`config.mk`:
```
export PLATFORM = sky130hd
export DESIGN_NAME = afl_flags
export DESIGN_NICKNAME = d
export VERILOG_FILES = /design/src/afl_pkg.sv /design/src/afl_flags.sv
export SDC_FILE = /design/constraint.sdc
export NUM_CORES = 1
export LEC_CHECK = 0
export BUFFER_PORTS_ARGS = -buffer_cell sky130_fd_sc_hd__buf_2
export CAP_MARGIN = 40
export CORE_AREA = 2 2 168 154
export CTS_CLUSTER_DIAMETER = 60
export DETAILED_ROUTE_END_ITERATION = 12
export DIE_AREA = 0 0 170 156
export PLACE_DENSITY_LB_ADDON = 0.12
export RECOVER_POWER = 25
export SLEW_MARGIN = 30
export SYNTH_ARGS = -nofsm -noshare
export SYNTH_HDL_FRONTEND = slang
export SYNTH_SLANG_ARGS = --single-unit
```
`constraint.sdc`:
```
create_clock -name clk -period 4.75 [get_ports clk]
set_input_delay 0.95 -clock clk [delete_from_list [all_inputs] [get_ports clk]]
set_output_delay 0.95 -clock clk [all_outputs]
set_load 0.05 [all_outputs]
```
`src/afl_pkg.sv`:
```
// Functional notes
// - standard mode, no reads: flag low at D-m
// - async full flag set on write edge
// - async full flag cleared on read edge
// - sync full flag updates on write edges only
// - standard mode empty flag low when count<=n
// - fall-through mode empty flag low when count<=n+1
// - async empty flag set on read edge
// - async empty flag cleared on write edge
// - sync empty flag updates on read edges only
// - read data on low 36/18/9 bits
// - serial enable low shifts one offset bit
package afl_pkg;
  // avalon byte addresses
  localparam logic [3:0] ADDR_STATUS = 4'h0;
  localparam logic [3:0] ADDR_COUNT = 4'h4;
  localparam logic [3:0] ADDR_OFFSET = 4'h8;
  // status fields
  localparam int ST_AFULL = 0;
  localparam int ST_AEMPTY = 1;
  localparam int ST_AFULL_ASYNC = 2;
  localparam int ST_AEMPTY_ASYNC = 3;
  localparam int ST_FALL_THRU = 4;
  // offset register fields, full offset low half
  localparam int OFS_W = 16;
  localparam int OFS_EMPTY_LSB = 16;
  localparam int EXT_W = 18;
  // output width select codes
  localparam logic [1:0] WSEL_36 = 2'h0;
  localparam logic [1:0] WSEL_18 = 2'h1;
  localparam logic [1:0] WSEL_9 = 2'h2;
  localparam int DATA_W = 36;
  localparam logic [35:0] MASK_36 = 36'hfffffffff;
  localparam logic [35:0] MASK_18 = 36'h00003ffff;
  localparam logic [35:0] MASK_9 = 36'h0000001ff;
  // reset values
  localparam logic [15:0] FULL_OFS_RST = 16'h007f;
  localparam logic [15:0] EMPTY_OFS_RST = 16'h007f;
endpackage

```
`src/afl_flags.sv`:
```
`timescale 1ns/100ps
module afl_flags #(
  parameter int DEPTH = 4096,
  parameter int CNT_W = $clog2(DEPTH + 1)
) (
  // clock and reset
  input wire logic clk,
  input wire logic rst_n,
  // buffer side pins
  input wire logic master_reset_n,
  input wire logic wr_clk_in,
  input wire logic wr_en_n_in,
  input wire logic rd_clk_in,
  input wire logic rd_en_n_in,
  input wire logic [35:0] rd_word_in,
  // static configuration
  input wire logic first_word_fall_through_mode,
  input wire logic afull_async_cfg,
  input wire logic aempty_async_cfg,
  input wire logic [1:0] out_width_sel,
  // serial offset load
  input wire logic serial_clk_in,
  input wire logic serial_data_in,
  input wire logic serial_load_enable_n,
  // flags and data
  output logic almost_full_flag_n,
  output logic almost_empty_flag_n,
  output logic [35:0] read_data_out,
  // avalon-mm slave
  input wire logic [3:0] avs_address,
  input wire logic avs_read,
  input wire logic avs_write,
  input wire logic [31:0] avs_writedata,
  output logic [31:0] avs_readdata,
  output logic avs_waitrequest
);
  localparam int EW = afl_pkg::EXT_W;
  localparam int NS = 7;

  logic rst_s1_ff, rst_s2_ff;
  always_ff @(posedge clk or negedge rst_n) begin
    if (!rst_n) begin
      rst_s1_ff <= 1'b0;
      rst_s2_ff <= 1'b0;
    end else begin
      rst_s1_ff <= 1'b1;
      rst_s2_ff <= rst_s1_ff;
    end
  end
  wire logic rst_sync_n = rst_s2_ff;

  // pin synchronisers; a level counts once stages 2 and 3 agree
  logic [NS-1:0] pin_in, s1_ff, s2_ff, s3_ff, lvl_ff, nxt_lvl;
  assign pin_in = {serial_load_enable_n, serial_data_in, serial_clk_in,
                   rd_en_n_in, rd_clk_in, wr_en_n_in, wr_clk_in};
  genvar gi;
  generate
    for (gi = 0; gi < NS; gi++) begin : g_sync
      always_comb begin
        nxt_lvl[gi] = (s2_ff[gi] == s3_ff[gi]) ? s3_ff[gi] : lvl_ff[gi];
      end
      always_ff @(posedge clk or negedge rst_sync_n) begin
        if (!rst_sync_n) begin
          s1_ff[gi] <= 1'b1;
          s2_ff[gi] <= 1'b1;
          s3_ff[gi] <= 1'b1;
          lvl_ff[gi] <= 1'b1;
        end else begin
          s1_ff[gi] <= pin_in[gi];
          s2_ff[gi] <= s1_ff[gi];
          s3_ff[gi] <= s2_ff[gi];
          lvl_ff[gi] <= nxt_lvl[gi];
        end
      end
    end
  endgenerate

  logic mres_s1_ff, mres_s2_ff, mres_s3_ff, mres_lvl_ff, nxt_mres_lvl;
  always_comb begin
    nxt_mres_lvl = (mres_s2_ff == mres_s3_ff) ? mres_s3_ff : mres_lvl_ff;
  end
  always_ff @(posedge clk or negedge rst_sync_n) begin
    if (!rst_sync_n) begin
      mres_s1_ff <= 1'b0;
      mres_s2_ff <= 1'b0;
      mres_s3_ff <= 1'b0;
      mres_lvl_ff <= 1'b0;
    end else begin
      mres_s1_ff <= master_reset_n;
      mres_s2_ff <= mres_s1_ff;
      mres_s3_ff <= mres_s2_ff;
      mres_lvl_ff <= nxt_mres_lvl;
    end
  end
  wire logic mres_act = ~mres_lvl_ff;

  wire logic wr_rise = nxt_lvl[0] & ~lvl_ff[0];
  wire logic rd_rise = nxt_lvl[2] & ~lvl_ff[2];
  wire logic sclk_rise = nxt_lvl[4] & ~lvl_ff[4];
  wire logic sdat = nxt_lvl[5];
  wire logic sload_en = ~nxt_lvl[6];

  // fill count and flags
  logic [CNT_W-1:0] cnt_ff, nxt_cnt;
  logic afull_ff, nxt_afull, aempty_ff, nxt_aempty;
  logic afull_async_ff, nxt_afull_async, aempty_async_ff, nxt_aempty_async;
  logic fall_thru_ff, nxt_fall_thru;
  logic [31:0] ofs_ff, nxt_ofs;
  logic wr_ok, rd_ok;
  logic [EW-1:0] full_thr, empty_thr, cnt_x;
  logic at_full, at_empty;

  always_comb begin
    wr_ok = wr_rise & ~nxt_lvl[1] & (cnt_ff != CNT_W'(DEPTH));
    rd_ok = rd_rise & ~nxt_lvl[3] & (cnt_ff != '0);
    nxt_cnt = cnt_ff;
    if (wr_ok && !rd_ok) begin
      nxt_cnt = cnt_ff + CNT_W'(1);
    end else if (rd_ok && !wr_ok) begin
      nxt_cnt = cnt_ff - CNT_W'(1);
    end
    cnt_x = EW'(nxt_cnt);
    full_thr = EW'(DEPTH) - EW'(ofs_ff[afl_pkg::OFS_W-1:0]);
    if (EW'(ofs_ff[afl_pkg::OFS_W-1:0]) > EW'(DEPTH)) begin
      full_thr = '0;
    end
    empty_thr = EW'(ofs_ff[afl_pkg::OFS_EMPTY_LSB +: afl_pkg::OFS_W]);
    if (fall_thru_ff) begin
      empty_thr = empty_thr + EW'(1);
    end
    at_full = cnt_x >= full_thr;
    at_empty = cnt_x <= empty_thr;
    nxt_afull = afull_ff;
    nxt_aempty = aempty_ff;
    nxt_afull_async = afull_async_ff;
    nxt_aempty_async = aempty_async_ff;
    nxt_fall_thru = fall_thru_ff;
    if (mres_act) begin
      // timing choice caught at master reset
      nxt_afull_async = afull_async_cfg;
      nxt_aempty_async = aempty_async_cfg;
      nxt_fall_thru = first_word_fall_through_mode;
      nxt_cnt = '0;
      nxt_afull = 1'b1;
      nxt_aempty = 1'b0;
    end else begin
      if (afull_async_ff) begin
        if (wr_ok && at_full) begin
          nxt_afull = 1'b0;
        end else if (rd_ok && !at_full) begin
          nxt_afull = 1'b1;
        end
      end else if (wr_ok) begin
        nxt_afull = ~at_full;
      end
      if (aempty_async_ff) begin
        if (rd_ok && at_empty) begin
          nxt_aempty = 1'b0;
        end else if (wr_ok && !at_empty) begin
          nxt_aempty = 1'b1;
        end
      // low at n words or less, n+1 or less in fall-through mode
      end else if (rd_ok) begin
        nxt_aempty = ~at_empty;
      end
    end
  end

  // offsets: serial shift or bus write
  logic wr_acc, rd_acc;
  logic wait_ff, nxt_wait;
  logic [31:0] rdata_ff, nxt_rdata;
  always_comb begin
    wr_acc = avs_write & ~wait_ff;
    rd_acc = avs_read & ~wait_ff;
    nxt_ofs = ofs_ff;
    if (sload_en && sclk_rise) begin
      nxt_ofs = {ofs_ff[30:0], sdat};
    end else if (wr_acc && avs_address == afl_pkg::ADDR_OFFSET) begin
      nxt_ofs = avs_writedata;
    end
    // one wait cycle then answer
    nxt_wait = ~((avs_read | avs_write) & wait_ff);
    nxt_rdata = rdata_ff;
    if ((avs_read | avs_write) && wait_ff) begin
      nxt_rdata = 32'h0;
      case (avs_address)
        afl_pkg::ADDR_STATUS: begin
          nxt_rdata[afl_pkg::ST_AFULL] = afull_ff;
          nxt_rdata[afl_pkg::ST_AEMPTY] = aempty_ff;
          nxt_rdata[afl_pkg::ST_AFULL_ASYNC] = afull_async_ff;
          nxt_rdata[afl_pkg::ST_AEMPTY_ASYNC] = aempty_async_ff;
          nxt_rdata[afl_pkg::ST_FALL_THRU] = fall_thru_ff;
        end
        afl_pkg::ADDR_COUNT: begin
          nxt_rdata = 32'(cnt_ff);
        end
        afl_pkg::ADDR_OFFSET: begin
          nxt_rdata = ofs_ff;
        end
        default: begin
          nxt_rdata = 32'h0;
        end
      endcase
    end
  end

  // read data width select
  logic [35:0] q_ff, nxt_q;
  always_comb begin
    case (out_width_sel)
      afl_pkg::WSEL_18: nxt_q = rd_word_in & afl_pkg::MASK_18;
      afl_pkg::WSEL_9: nxt_q = rd_word_in & afl_pkg::MASK_9;
      default: nxt_q = rd_word_in & afl_pkg::MASK_36;
    endcase
  end

  always_ff @(posedge clk or negedge rst_sync_n) begin
    if (!rst_sync_n) begin
      cnt_ff <= '0;
      afull_ff <= 1'b1;
      aempty_ff <= 1'b0;
      afull_async_ff <= 1'b0;
      aempty_async_ff <= 1'b0;
      fall_thru_ff <= 1'b0;
      ofs_ff <= {afl_pkg::EMPTY_OFS_RST, afl_pkg::FULL_OFS_RST};
      wait_ff <= 1'b1;
      rdata_ff <= 32'h0;
      q_ff <= 36'h0;
    end else begin
      cnt_ff <= nxt_cnt;
      afull_ff <= nxt_afull;
      aempty_ff <= nxt_aempty;
      afull_async_ff <= nxt_afull_async;
      aempty_async_ff <= nxt_aempty_async;
      fall_thru_ff <= nxt_fall_thru;
      ofs_ff <= nxt_ofs;
      wait_ff <= nxt_wait;
      rdata_ff <= nxt_rdata;
      q_ff <= nxt_q;
    end
  end

  assign almost_full_flag_n = afull_ff;
  assign almost_empty_flag_n = aempty_ff;
  assign read_data_out = q_ff;
  assign avs_readdata = rdata_ff;
  assign avs_waitrequest = wait_ff;
endmodule

```
==> results of run 1 <==
## cell usage after synthesis, types with 12 or more instances
master	count
nand4_1	12
clkbuf_1	23
nor2_1	17
nand3_1	15
nor3_1	14
and2_1	28
a22o_1	24
mux2i_1	40
nand2_1	81
dfstp_2	44
ha_1	31
dfrtp_1	109
xnor2_1	19
o21ai_0	52
xor2_1	13
## report_power, final
| part | leakage, uW | switching, uW | internal [uW] | total (uW) |
|---|---|---|---|---|
| sequential | 0.00187 | 262 | 1520 | 1780 |
| combinational | 0.00215 | 641 | 402 | 1040 |
| clock | 0.000306 | 608 | 853 | 1460 |
## cell families (layout without fill, tap and decap cells)
family          after synthesis  in the layout  share of synthesized area [%]
compound gates              134            134                           12.8
buf+inv                      46            211                           2.62
other cells                   1              3                         0.0513
simple gates                210            210                           15.3
fa+ha+maj                    38             38                           6.30
mux                          43             43                           5.94
xor+xnor                     32             32                           3.84
flops                       153            153                           53.2
## worst reg2reg max path, cell delays in order, from the launching register on
cell and delay (ps):
dfrtp_1 430, inv_1 110, ha_1 190, or3b_2 570, nor3_4 230, o211ai_1 210, o32ai_1 480, xor2_1 340
ha_1 310, a2111o_1 370, a21oi_1 180, nand3_1 100, a41oi_1 230, o32ai_1 110, nor2_1 130
## flip-flops by register name, indices dropped and copies added, names as in the netlist
name / count
aempty_async_ff: 1
afull_async_ff: 1
almost_empty_flag_n: 1
almost_full_flag_n: 1
avs_readdata: 32
avs_waitrequest: 1
cnt_ff: 13
fall_thru_ff: 1
lvl_ff: 7
mres_lvl_ff: 1
mres_s1_ff: 1
mres_s2_ff: 1
mres_s3_ff: 1
ofs_ff: 32
read_data_out: 36
rst_s1_ff: 1
rst_s2_ff: 1
s1_ff: 7
s2_ff: 7
s3_ff: 7
## worst paths after layout
| check | slack (ps) | to | depth (start not counted) | start |
|---|---|---|---|---|
| max | 690 | almost_full_flag_n$_DFFE_PN1P_ | 14 | cnt_ff[0]$_DFF_PN0_ |
| max in group asynchronous | 2810 | avs_readdata[10]$_DFFE_PN0P_ | 1 | rst_s2_ff$_DFF_PN0_ |
| max reg2reg | 690 | almost_full_flag_n$_DFFE_PN1P_ | 14 | cnt_ff[0]$_DFF_PN0_ |
| min in group clk | 350 | mres_s2_ff$_DFF_PN0_ | 0 | mres_s1_ff$_DFF_PN0_ |
| min reg2reg | 350 | mres_s2_ff$_DFF_PN0_ | 0 | mres_s1_ff$_DFF_PN0_ |
| min | 300 | rst_s2_ff$_DFF_PN0_ | 1 | rst_n |
## layer usage
| metal | vias to the layer above | wire length, um | GRT usage [%] | part of all wire (%) |
|---|---|---|---|---|
| met3 | 16 | 1590 | 5.28 | 8.0 |
| li1 | 2663 | - | - | - |
| met4 | 0 | 217 | 4.48 | 1.1 |
| met2 | 164 | 9180 | 25.5 | 46 |
| met5 | - | 0 | 0 | 0 |
| met1 | 2692 | 8950 | 20.4 | 45 |
## metrics by stage
step                      worst slack, ps  hold WS [ps]  area [um2]
after floorplan                       248           331        7310
after global placement                841           309        8440
after detailed placement              777           319        8440
after CTS                             743           282        9070
after global routing                  438           279        9060
final                                 694           299        9070
## area by class of cell
| type | instances | area, um2 |
|---|---|---|
| fillers | 2481 | 15700 |
| flip-flops and latches | 153 | 3880 |
| multi-input cells | 458 | 3250 |
| repair buffers | 168 | 868 |
| clock buffers | 18 | 429 |
| well taps | 313 | 392 |
| clock inverters | 14 | 198 |
| inverters | 11 | 41.3 |
| diodes | 2 | 5.00 |
## layout by cell type, fill, tap and decap left out, drive strengths merged, types with 4 or more instances in the layout
cell | netlist | routed
dfrtp | 109 | 109
a22o | 24 | 24
clkbuf | 23 | 20
nor2 | 17 | 17
nor3 | 16 | 16
nor4 | 6 | 6
mux2i | 40 | 40
a22oi | 10 | 10
a21o | 8 | 8
or3 | 4 | 4
a2111oi | 4 | 4
inv | 11 | 20
o211ai | 4 | 4
o21ai | 55 | 55
maj3 | 7 | 7
xnor2 | 19 | 19
nand2 | 81 | 81
o32ai | 6 | 6
xor2 | 13 | 13
and2 | 28 | 28
a21oi | 8 | 8
nor2b | 11 | 11
dfstp | 44 | 44
ha | 31 | 31
nand3 | 15 | 15
nand4 | 12 | 12
buf | 12 | 166
==> impl_results.md, run 1 <==
* Post-synth top area share at 37.3%
* Final core utilization at 36.6%
* Failing checks: max-capacitance violations, max-slew violations
* Crit path time final at 4060 ps
* First DRT Iteration DRCs at around 240
* Finished Layout Cells at 1,137
* Peak VDD IR at about 220 uV
* Nets at 929
* CTS Buffer Depth at 2
* Vias in the first global route at ~5,900
* Highest clock rate at ~250 MHz
* Count of input and output buffers at roughly 160
* Critical path buffers and inverters at 1
* CP Class: flip-flop to flip-flop
* Status: complete, but fails checks
* Crit path required time at 5110 ps
* Initial antenna violation count at 2
* Final setup fails at 0
* Clock Latency Late Sink at 430 ps
* Register area share after synthesis at 53.2%
* Clock slew at reported path FFs at 70 ps
* Relative slew slack at -2.18%
* Drc violations at 0
* Core area at 24,800 um2
* Crit path cell chain: inv_1 -> ha_1 -> or3b_2 -> nor3_4 -> o211ai_1 -> o32ai_1 -> xor2_1 -> ha_1 -> a2111o_1 -> a21oi_1 -> nand3_1 -> a41oi_1 -> o32ai_1 -> nor2_1
* CTS sink cnt at 153
* H-tree levels at 4
* Die W at ~170 um
* Tot GR Track Use at between 15 and 20%
* Detailed-route via count at between 5,000 and 6,000
* CP top delay family: compound AO/OA/AOI/OAI gates
* FP Rows at 55
* Max-slew violations at 39
* Final HPWL DP at 15,000 um
* Nature of the critical path endpoint: flip-flop
* Ys flop type: dfrtp_1
* Root Buffer: clkbuf_16
* Post-synth design cell area at around 7300 um2
* Final wirelength at roughly 20,000 um
* Setup TNS Final at 0 ps
* Unrepaired setup endpoints after global routing: no
* CP max-delay cell: or3b_2
* Initial Util at 29.5%
* P per Cell Area at 472 nW/um2
* Mapped Avg Cell Area at 11.1 um2
* Final hold violation count at 0
* Share of layout cells above drive strength 1 at 30.9%
* Synthesis-stage register bit count at 153
* # Post-CTS Setup Buffers at 0
* Global-route wire length before repair at 32,400 um
* Placed Cells at 1,103
* Placer Congestion at 0.855
* Synth-to-Final Area Change at 24.1%
* CTS tree: built
* Critical path startpoint category: flip-flop
* Routed Antenna Nets at 0
* Post-CTS Resized at 0
* Cell leakage power at 0.00433 uW
* EDFF count, synth at 0
* Synth Instances at about 660
* Worst slew pin tran at about 1500 ps
* Worst Skew at 10.0 ps
* Leading area contributor after synthesis: dfrtp_1
* Hold WC Path Type: input pin to async pin
* Yosys warning total at 0
* Largest net degree at the start of global routing at 114
* Die area at roughly 27,000 um2
* CP max stage delay at 570 ps
* Via/cell ratio at 4.87
* FFs w/ async S/R, synth at 100%
* WL/cell at 17.5 um
* Hold_buf cts at 0
* Largest cells by area after synthesis: dfrtp_1, dfstp_2, mux2i_1
* Die Y at between 150 and 200 um
* Syn_nets at 777
* Remaining global-route overflow at 0
* Num CTS Buffers at 17
* Max Fanout on Critical Path at 5
* Drt pass-1 iters at 4
* Max-Cap Viols at 1
* PnR Total Power at 4280 uW
* Num ports at 160
* Period utilization at 85.4%
* Critical Path AT at 4420 ps
* Netlist cell types at 62
Power figures use the tool's default switching activity.
==> run 2, diff against run 1 <==
--- a/config.mk
+++ b/config.mk
@@ -5,12 +5,13 @@
 export SDC_FILE = /design/constraint.sdc
 export NUM_CORES = 1
 export LEC_CHECK = 0
+export ABC_AREA = 1
 export BUFFER_PORTS_ARGS = -buffer_cell sky130_fd_sc_hd__buf_2
 export CAP_MARGIN = 40
-export CORE_AREA = 2 2 168 154
+export CORE_AREA = 2 2 173 158
 export CTS_CLUSTER_DIAMETER = 60
 export DETAILED_ROUTE_END_ITERATION = 12
-export DIE_AREA = 0 0 170 156
+export DIE_AREA = 0 0 175 160
 export PLACE_DENSITY_LB_ADDON = 0.12
 export RECOVER_POWER = 25
 export SLEW_MARGIN = 30
==> run 2 against run 1 <==
Net effect:
- the flow still finishes with violations (max-capacitance violations, max-slew violations)
- final cell count increased by 24%
- clock power barely moved
- fmax up 12%
- via count rose by 14%
- wire length up 7.3%
- global-route usage grew 0.093 points
- sequential power shrank 7%
- hold slack worse by 99 ps
- highest routed layer is now met5
- sequential cell count unchanged
- first-iteration DRC count increased by 39%
==> impl_results.md, run 2 <==
* Status: complete, but fails checks
* Failing checks: max-capacitance violations, max-slew violations
* Peak VDD IR at 222 uV (+0.33%)
* Nets at 1,167 (+26%)
* Comb pwr share at 31.6% (+7.2 points)
* Crit path cell chain: inv_1 -> ha_1 -> nand2_2 -> nor2_4 -> nand3_2 -> nand2_4 -> inv_4 -> nor2_8 -> o21ai_0 -> nand2_1 -> nand2_1 -> nand2_1 -> inv_1 -> ha_1 -> nand2_1 -> nor2_1 -> nand3_1 -> nand3_1 -> nand2_1 -> nand2_1 -> nand2_1 -> nand2_1 -> nand3_1 -> a21oi_1
* Crit path required time at 5090 ps (-20 ps)
* Global-route wire length before repair at 34,900 um (+7.8%)
* Area of the multi-input gates at 3220 um2 (-0.89%)
* Root Buffer: clkbuf_16
* FP Rows at 57 (+3.6%)
* CTS Buffer Depth at 2 (unchanged)
* Met2 Wirelength at 9460 um (+3.0%)
* Final HPWL DP at 15,700 um (+4.4%)
* Post-synthesis compound-gate area fraction at 12.0% (-0.89 points)
* Unrepaired setup endpoints after global routing: no
* EDFF count, synth at 0 (unchanged)
* Final setup fails at 0 (unchanged)
* Start point of the critical path: cnt_ff[0]$_DFF_PN0_
* H-tree levels at 4 (unchanged)
* Placer Congestion at 0.854 (about the same)
* CP max-delay cell: dfrtp_1
* Clock share of power at 32.0% (-2.1 points)
* Fill cells at 2,776 (+12%)
* Synth Area in Simple Gates at 20.4% (+5.1 points)
* Top Layer Used: met5
* Xor/xnor share of the synthesized area at 3.40% (-0.43 points)
* Initial Util at 29.2% (-0.30 points)
* Crit path time final at 3630 ps (-424 ps)
* Register area share after synthesis at 50.3% (-2.9 points)
* Post-synth design cell area at 7720 um2 (+5.7%)
* Mapped Avg Cell Area at 8.61 um2 (-23%)
* Tot GR Track Use at 16.0% (+0.093 points)
* Synthesized-area fraction occupied by adder cells at 5.70% (-0.60 points)
* Relative slew slack at -76.4% (-74 points)
* Max-Cap Viols at 1 (unchanged)
* Drc violations at 0 (unchanged)
* Die area at 28,000 um2 (+5.6%)
* CTS tree: built
* P per Cell Area at 481 nW/um2 (+1.9%)
* Syn_nets at 1,017 (+31%)
* Core area at 26,500 um2 (+6.8%)
* WL met3 at 1390 um (-13%)
* CP max stage delay at 470 ps (-100 ps)
* Max reg flops at 36 (unchanged)
* Hold_buf cts at 0 (unchanged)
* CTS sink cnt at 153 (unchanged)
* Final hold violation count at 0 (unchanged)
* Count of input and output buffers at 159 (unchanged)
* # Post-CTS Setup Buffers at 0 (unchanged)
* Routed Antenna Nets at 0 (unchanged)
* Worst slew pin tran at 2650 ps (+1110 ps)
* Max Fanout on Critical Path at 19 (+14)
* Num ports at 160 (unchanged)
* Synth-to-Final Area Change at 23.0%
* Switching share of power at 38.8% (+3.5 points)
* Netlist cell types at 45 (-27%)
* Initial antenna violation count at 3 (+1)
* Final Instance Area at 9500 um2 (+4.7%)
* Die W at 175 um (+2.9%)
* First DRT Iteration DRCs at 333 (+39%)
* Clock slew at reported path FFs at 80 ps (about the same)
* Synthesis-stage register bit count at 153 (unchanged)
* Highest clock rate at 275 MHz (+12%)
* Top post-synthesis cells by count: nand2_1, inv_1, dfrtp_1, nor2_1, o21ai_0
* Critical Path AT at 3980 ps (-440 ps)
* Share of layout cells above drive strength 1 at 24.3% (-6.6 points)
* Num CTS Buffers at 17 (unchanged)
* Cell with the most instances after synthesis: nand2_1
* Cell leakage power at 0.00483 uW (+12%)
* Vias in the first global route at 6,521 (+11%)
* Yosys warning total at 0 (unchanged)
* Post-synth top area share at 35.3% (-2.0 points)
* Nature of the critical path endpoint: flip-flop
* Via/cell ratio at 4.45 (-8.5%)
* Final wirelength at 21,400 um (+7.3%)
* Internal power at 2800 uW (+0.92%)
* FFs w/ async S/R, synth at 100% (unchanged)
* Period utilization at 76.5% (-8.9 points)
* Post-DP Area at 8860 um2 (+5.0%)
* Leading area contributor after synthesis: dfrtp_1
* Mux share of post-synthesis cell area at 0% (-5.9 points)
* Worst Skew at 16.8 ps (+6.76 ps)
* Max-slew violations at 49 (+26%)
* Die Y at 160 um (+2.6%)
* Sequential Power Share at 36.4% (-5.1 points)
* Hold WC Path Type: flip-flop to async pin
* Remaining global-route overflow at 0 (unchanged)
* Ys flop type: dfrtp_1
* Clock Latency Late Sink at 440 ps (about the same)
* Largest net degree at the start of global routing at 95 (-17%)
* Setup TNS Final at 0 ps (unchanged)
* Most common cell on crit path: nand2_1
* Critical path startpoint category: flip-flop
* Largest family of logic cells by synthesized area: simple AND/OR/NAND/NOR gates
* Met1 wire length at 10,200 um (+14%)
* Synth Instances at 897 (+37%)
* Switching Power at 1780 uW (+17%)
* Launch point of the worst reg-to-reg path: cnt_ff[0]$_DFF_PN0_
* Area occupied by registers at 3880 um2 (unchanged)
* Detailed-route via count at 6,300 (+14%)
* Post-CTS Resized at 0 (unchanged)
* Largest cells by area after synthesis: dfrtp_1, dfstp_2, nand2_1
* Drt pass-1 iters at 5 (+1)
* WL/cell at 15.1 um (-14%)
* Commonest non-fill, non-tap cell in the layout: nand2_1
* CP Class: flip-flop to flip-flop
* Most frequent cells in the layout: nand2_1, buf_2, inv_1
==> run 2: worst paths after layout <==
path / endpoint / slack (ps) / cells after the start
min in group clk: s2_ff[1]$_DFF_PN1_ / 340 / 0
max in group asynchronous: cnt_ff[5]$_DFF_PN0_ / 1690 / 1
worst max register to register: almost_empty_flag_n$_DFFE_PN0P_ / 1120 / 24
worst min-delay path: read_data_out[15]$_DFF_PN0_ / 200 / 0
worst max-delay path: almost_empty_flag_n$_DFFE_PN0P_ / 1120 / 24
worst min register to register: read_data_out[15]$_DFF_PN0_ / 200 / 0
==> run 2: cell families after synthesis <==
| kind of cell | after synthesis |
|---|---|
| simple gates | 372 |
| buf+inv | 158 |
| flops | 153 |
| compound gates | 147 |
| fa+ha+maj | 36 |
| xor+xnor | 30 |
| other cells | 1 |
==> run 2: power groups by stage <==
stage / clock [uW] / sequential (uW) / combinational [uW]
after floorplan: 0 / 1790 / 945
after global placement: 0 / 1700 / 1450
after detailed placement: 0 / 1700 / 1440
after CTS: 1500 / 1680 / 1450
after global routing: 1560 / 1690 / 1660
final: 1460 / 1660 / 1440
==> run 2: final cells by class <==
cell class | count | share of cell area, %
Inverter | 124 | 4.93
Multi-Input combinational cell | 586 | 33.9
Antenna cell | 1 | 0.0263
Clock inverter | 12 | 1.51
Sequential cell | 153 | 40.9
Clock buffer | 20 | 5.05
Timing Repair Buffer | 165 | 9.01
Tap cell | 354 | 4.66
==> run 2: stage by stage <==
step / power [uW] / util (%) / hold WS, ps / setup WS (ps) / cells
2_1_floorplan: 2740 / - / 331 / 248 / 897
3_3_place_gp: 3150 / 33.5 / 333 / 1160 / 1380
3_5_place_dp: 3140 / 33.5 / 338 / 1140 / 1380
4_1_cts: 4630 / 35.8 / 263 / 1100 / 1412
5_1_grt: 4910 / 35.9 / 246 / 750 / 1414
6_report: 4570 / 35.9 / 200 / 1120 / 1415
==> run 2: worst max-delay path, delay by kind of cell, from the launching register on <==
kind / cells / cell delay (ps)
AOI/OAI and AO/OA: 2 / 380
adders and majority gates: 2 / 540
buffers and inverters: 3 / 340
DFF: 1 / 470
and+or+nand+nor: 17 / 1790
==> run 2: per-layer routing <==
metal,vias to the layer above,global-route usage [%]
met2,145,24.2
met1,2936,21.9
met4,2,4.24
li1,3195,-
met3,22,5.14
met5,-,0
==> run 3, diff against run 2 <==
==> constraint.sdc (replaced) <==
create_clock -name clk -period 3.1 [get_ports clk]
set_input_delay 0.62 -clock clk [delete_from_list [all_inputs] [get_ports clk]]
set_output_delay 0.62 -clock clk [all_outputs]
set_load 0.05 [all_outputs]
==> run 3 against run 2 <==
Net effect:
- the run still ends with max-capacitance violations, max-slew violations left
- clock skew shrank 3.2 ps
- die area stayed put
- fmax up 25%
- combinational power rose by 69%
- first-iteration DRC count is 3.0% higher
- global-route usage fell by 0.34 points
- wire length down 0.26%
- cell area rose by 3.5%
- critical endpoint unchanged
- largest power group unchanged
==> impl_results.md, run 3 (same netlist as run 2, synthesis figures left out) <==
* WL/cell at 14.6 um (-3.1%)
* Nature of the critical path endpoint: flip-flop
* Max reg flops at 36 (unchanged)
* Highest clock rate at 344 MHz (+25%)
* First DRT Iteration DRCs at 343 (+3.0%)
* Die area at 28,000 um2 (unchanged)
* CP Class: flip-flop to flip-flop
* Final Instance Area at 9830 um2 (+3.5%)
* Die Y at 160 um (unchanged)
* Root Buffer: clkbuf_16
* Top Layer Used: met5
* Core area at 26,500 um2 (unchanged)
* Global-route wire length before repair at 34,100 um (-2.3%)
* Clock slew at reported path FFs at 80 ps (about the same)
* Most frequent cells in the layout: nand2_1, buf_2, inv_1
* Die W at 175 um (unchanged)
* Initial antenna violation count at 5 (+2)
* Met1 wire length at 10,200 um (-0.14%)
* Worst slew pin tran at 2200 ps (-447 ps)
* Max-Cap Viols at 1 (unchanged)
* Comb pwr share at 34.5% (+2.9 points)
* P per Cell Area at 720 nW/um2 (+50%)
* Crit path time final at 2900 ps (-728 ps)
* Max-slew violations at 53 (+8.2%)
* Detailed-route via count at 6,390 (+1.4%)
* Finished Layout Cells at 1,457 (+3.0%)
* Critical Path AT at 3260 ps (-720 ps)
* Worst Skew at 13.5 ps (-3.24 ps)
* Nets at 1,207 (+3.4%)
* Largest net degree at the start of global routing at 65 (-32%)
* Num ports at 160 (unchanged)
* Max Fanout on Critical Path at 6 (-13)
* FP Rows at 57 (unchanged)
* Unrepaired setup endpoints after global routing: yes
* Hold Path Depth at 1
* Failing checks: max-capacitance violations, max-slew violations
* WL met3 at 1160 um (-16%)
* Vias in the first global route at 6,418 (-1.6%)
* Internal power at 4330 uW (+55%)
* Hold WC Path Type: input pin to flip-flop
* Synth-to-Final Area Change at 27.3%
* Final core utilization at 37.2% (+1.3 points)
* Remaining global-route overflow at 0 (unchanged)
* CTS Buffer Depth at 2 (unchanged)
* Tot GR Track Use at 15.6% (-0.34 points)
* Cell leakage power at 0.00501 uW (+3.6%)
* Switching share of power at 38.9% (+0.054 points)
* Post-DP Area at 9110 um2 (+2.8%)
* CTS sink cnt at 153 (unchanged)
* Period utilization at 93.7% (+17 points)
* Met2 Wirelength at 9610 um (+1.6%)
* Sequential Power Share at 35.7% (-0.7 points)
* H-tree levels at 4 (unchanged)
* Placer Congestion at 0.866 (+1.4%)
* PnR Total Power at 7080 uW (+55%)
* Final setup fails at 0 (unchanged)
* Share of layout cells above drive strength 1 at 28.9% (+4.6 points)
* Routed Antenna Nets at 0 (unchanged)
* Drc violations at 0 (unchanged)
* Count of input and output buffers at 159 (unchanged)
* Critical path startpoint category: flip-flop
* Switching Power at 2750 uW (+55%)
* Initial Util at 29.2% (unchanged)
* Peak VDD IR at 314 uV (+41%)
* Drt pass-1 iters at 5 (unchanged)
* Via/cell ratio at 4.39 (-1.5%)
* R2R cell count at 18 (-25%)
* Final hold violation count at 0 (unchanged)
* Placed Cells at 1,412 (+2.3%)
* Num CTS Buffers at 17 (unchanged)
* Final wirelength at 21,300 um (-0.26%)
* Clock share of power at 29.7% (-2.3 points)
* Status: complete, but fails checks
* Final HPWL DP at 16,000 um (+1.7%)
* Clock Latency Late Sink at 430 ps (about the same)
* Commonest non-fill, non-tap cell in the layout: nand2_1
* Relative slew slack at -46.6% (+30 points)
* CTS tree: built
* Crit path required time at 3450 ps (-1640 ps)
* Worst Hold Slack at 275 ps (+74.9 ps)
[run 3: cell count changes in the layout (fill, tap and decap cells not counted), moves of 3 or more]
cell,delta
buf_4,+38
inv_1,-5
nor2_1,-5
nor2_2,+5
inv_2,+4
inv_6,+3
nand2_1,-3
nand2_2,+3
[run 3: worst paths after layout]
kind / start / endpoint / slack [ps]
min in group asynchronous: rst_n / rst_s1_ff$_DFF_PN0_ / 510
setup / recovery: cnt_ff[7]$_DFF_PN0_ / almost_empty_flag_n$_DFFE_PN0P_ / 200
hold / removal: wr_en_n_in / s1_ff[1]$_DFF_PN1_ / 280
hold reg to reg: s1_ff[0]$_DFF_PN1_ / s2_ff[0]$_DFF_PN1_ / 350
max in group asynchronous: rst_s2_ff$_DFF_PN0_ / ofs_ff[20]$_DFFE_PN1P_ / 730
setup reg to reg: cnt_ff[7]$_DFF_PN0_ / almost_empty_flag_n$_DFFE_PN0P_ / 200
[run 3: metal layers]
layer,global-route usage [%],vias up
li1,-,3278
met1,21.1,2961
met2,24.5,129
met3,4.57,18
met4,3.98,4
met5,0,-
[run 3: worst max-delay path, stage by stage (launching register included)]
cell and delay, ps:
dfrtp_1 400, nor2_2 240, nand2_2 110, nor2_4 150
nand3_2 100, nand2_4 170, nor2_4 90, buf_4 150
o21ai_2 100, nand2_1 50, nand2_1 70, inv_1 60
ha_1 300, nand2_1 100, nor2_2 50, buf_4 120
a311oi_1 260, nand3_1 150, a21oi_2 170
[run 3: final cells by class]
type	instances	area, um2
antenna	3	7.51
tap	354	443
timing repair buffer	204	1160
clock inverter	14	153
inverter	124	473
clock buffer	18	429
multi-input combinational	587	3280
sequential	153	3880
fill	2754	16600
[run 3: power groups by stage]
stage | logic, uW | registers (uW) | clock network, uW
6_report | 2440 | 2530 | 2110
5_1_grt | 2780 | 2570 | 2250
4_1_cts | 2380 | 2530 | 2170
3_5_place_dp | 2370 | 2570 | 0
3_3_place_gp | 2370 | 2570 | 0
2_1_floorplan | 1450 | 2750 | 0
[run 3: per-stage QoR]
| step | setup TNS [ps] | setup slack, ps |
|---|---|---|
| floorplan | 0 | 237 |
| global placement | 0 | 191 |
| detailed placement | 0 | 151 |
| CTS | 0 | 99.6 |
| global route | -73.5 | -51.8 |
| finish | 0 | 196 |
[run 3: timing repair]
action	4_1_cts	5_1_grt
buffers inserted	0	8
endpoints found under the setup margin	0	2
hold buffers	1	0
gates resized for setup	0	21
endpoints found under the hold margin	2	0
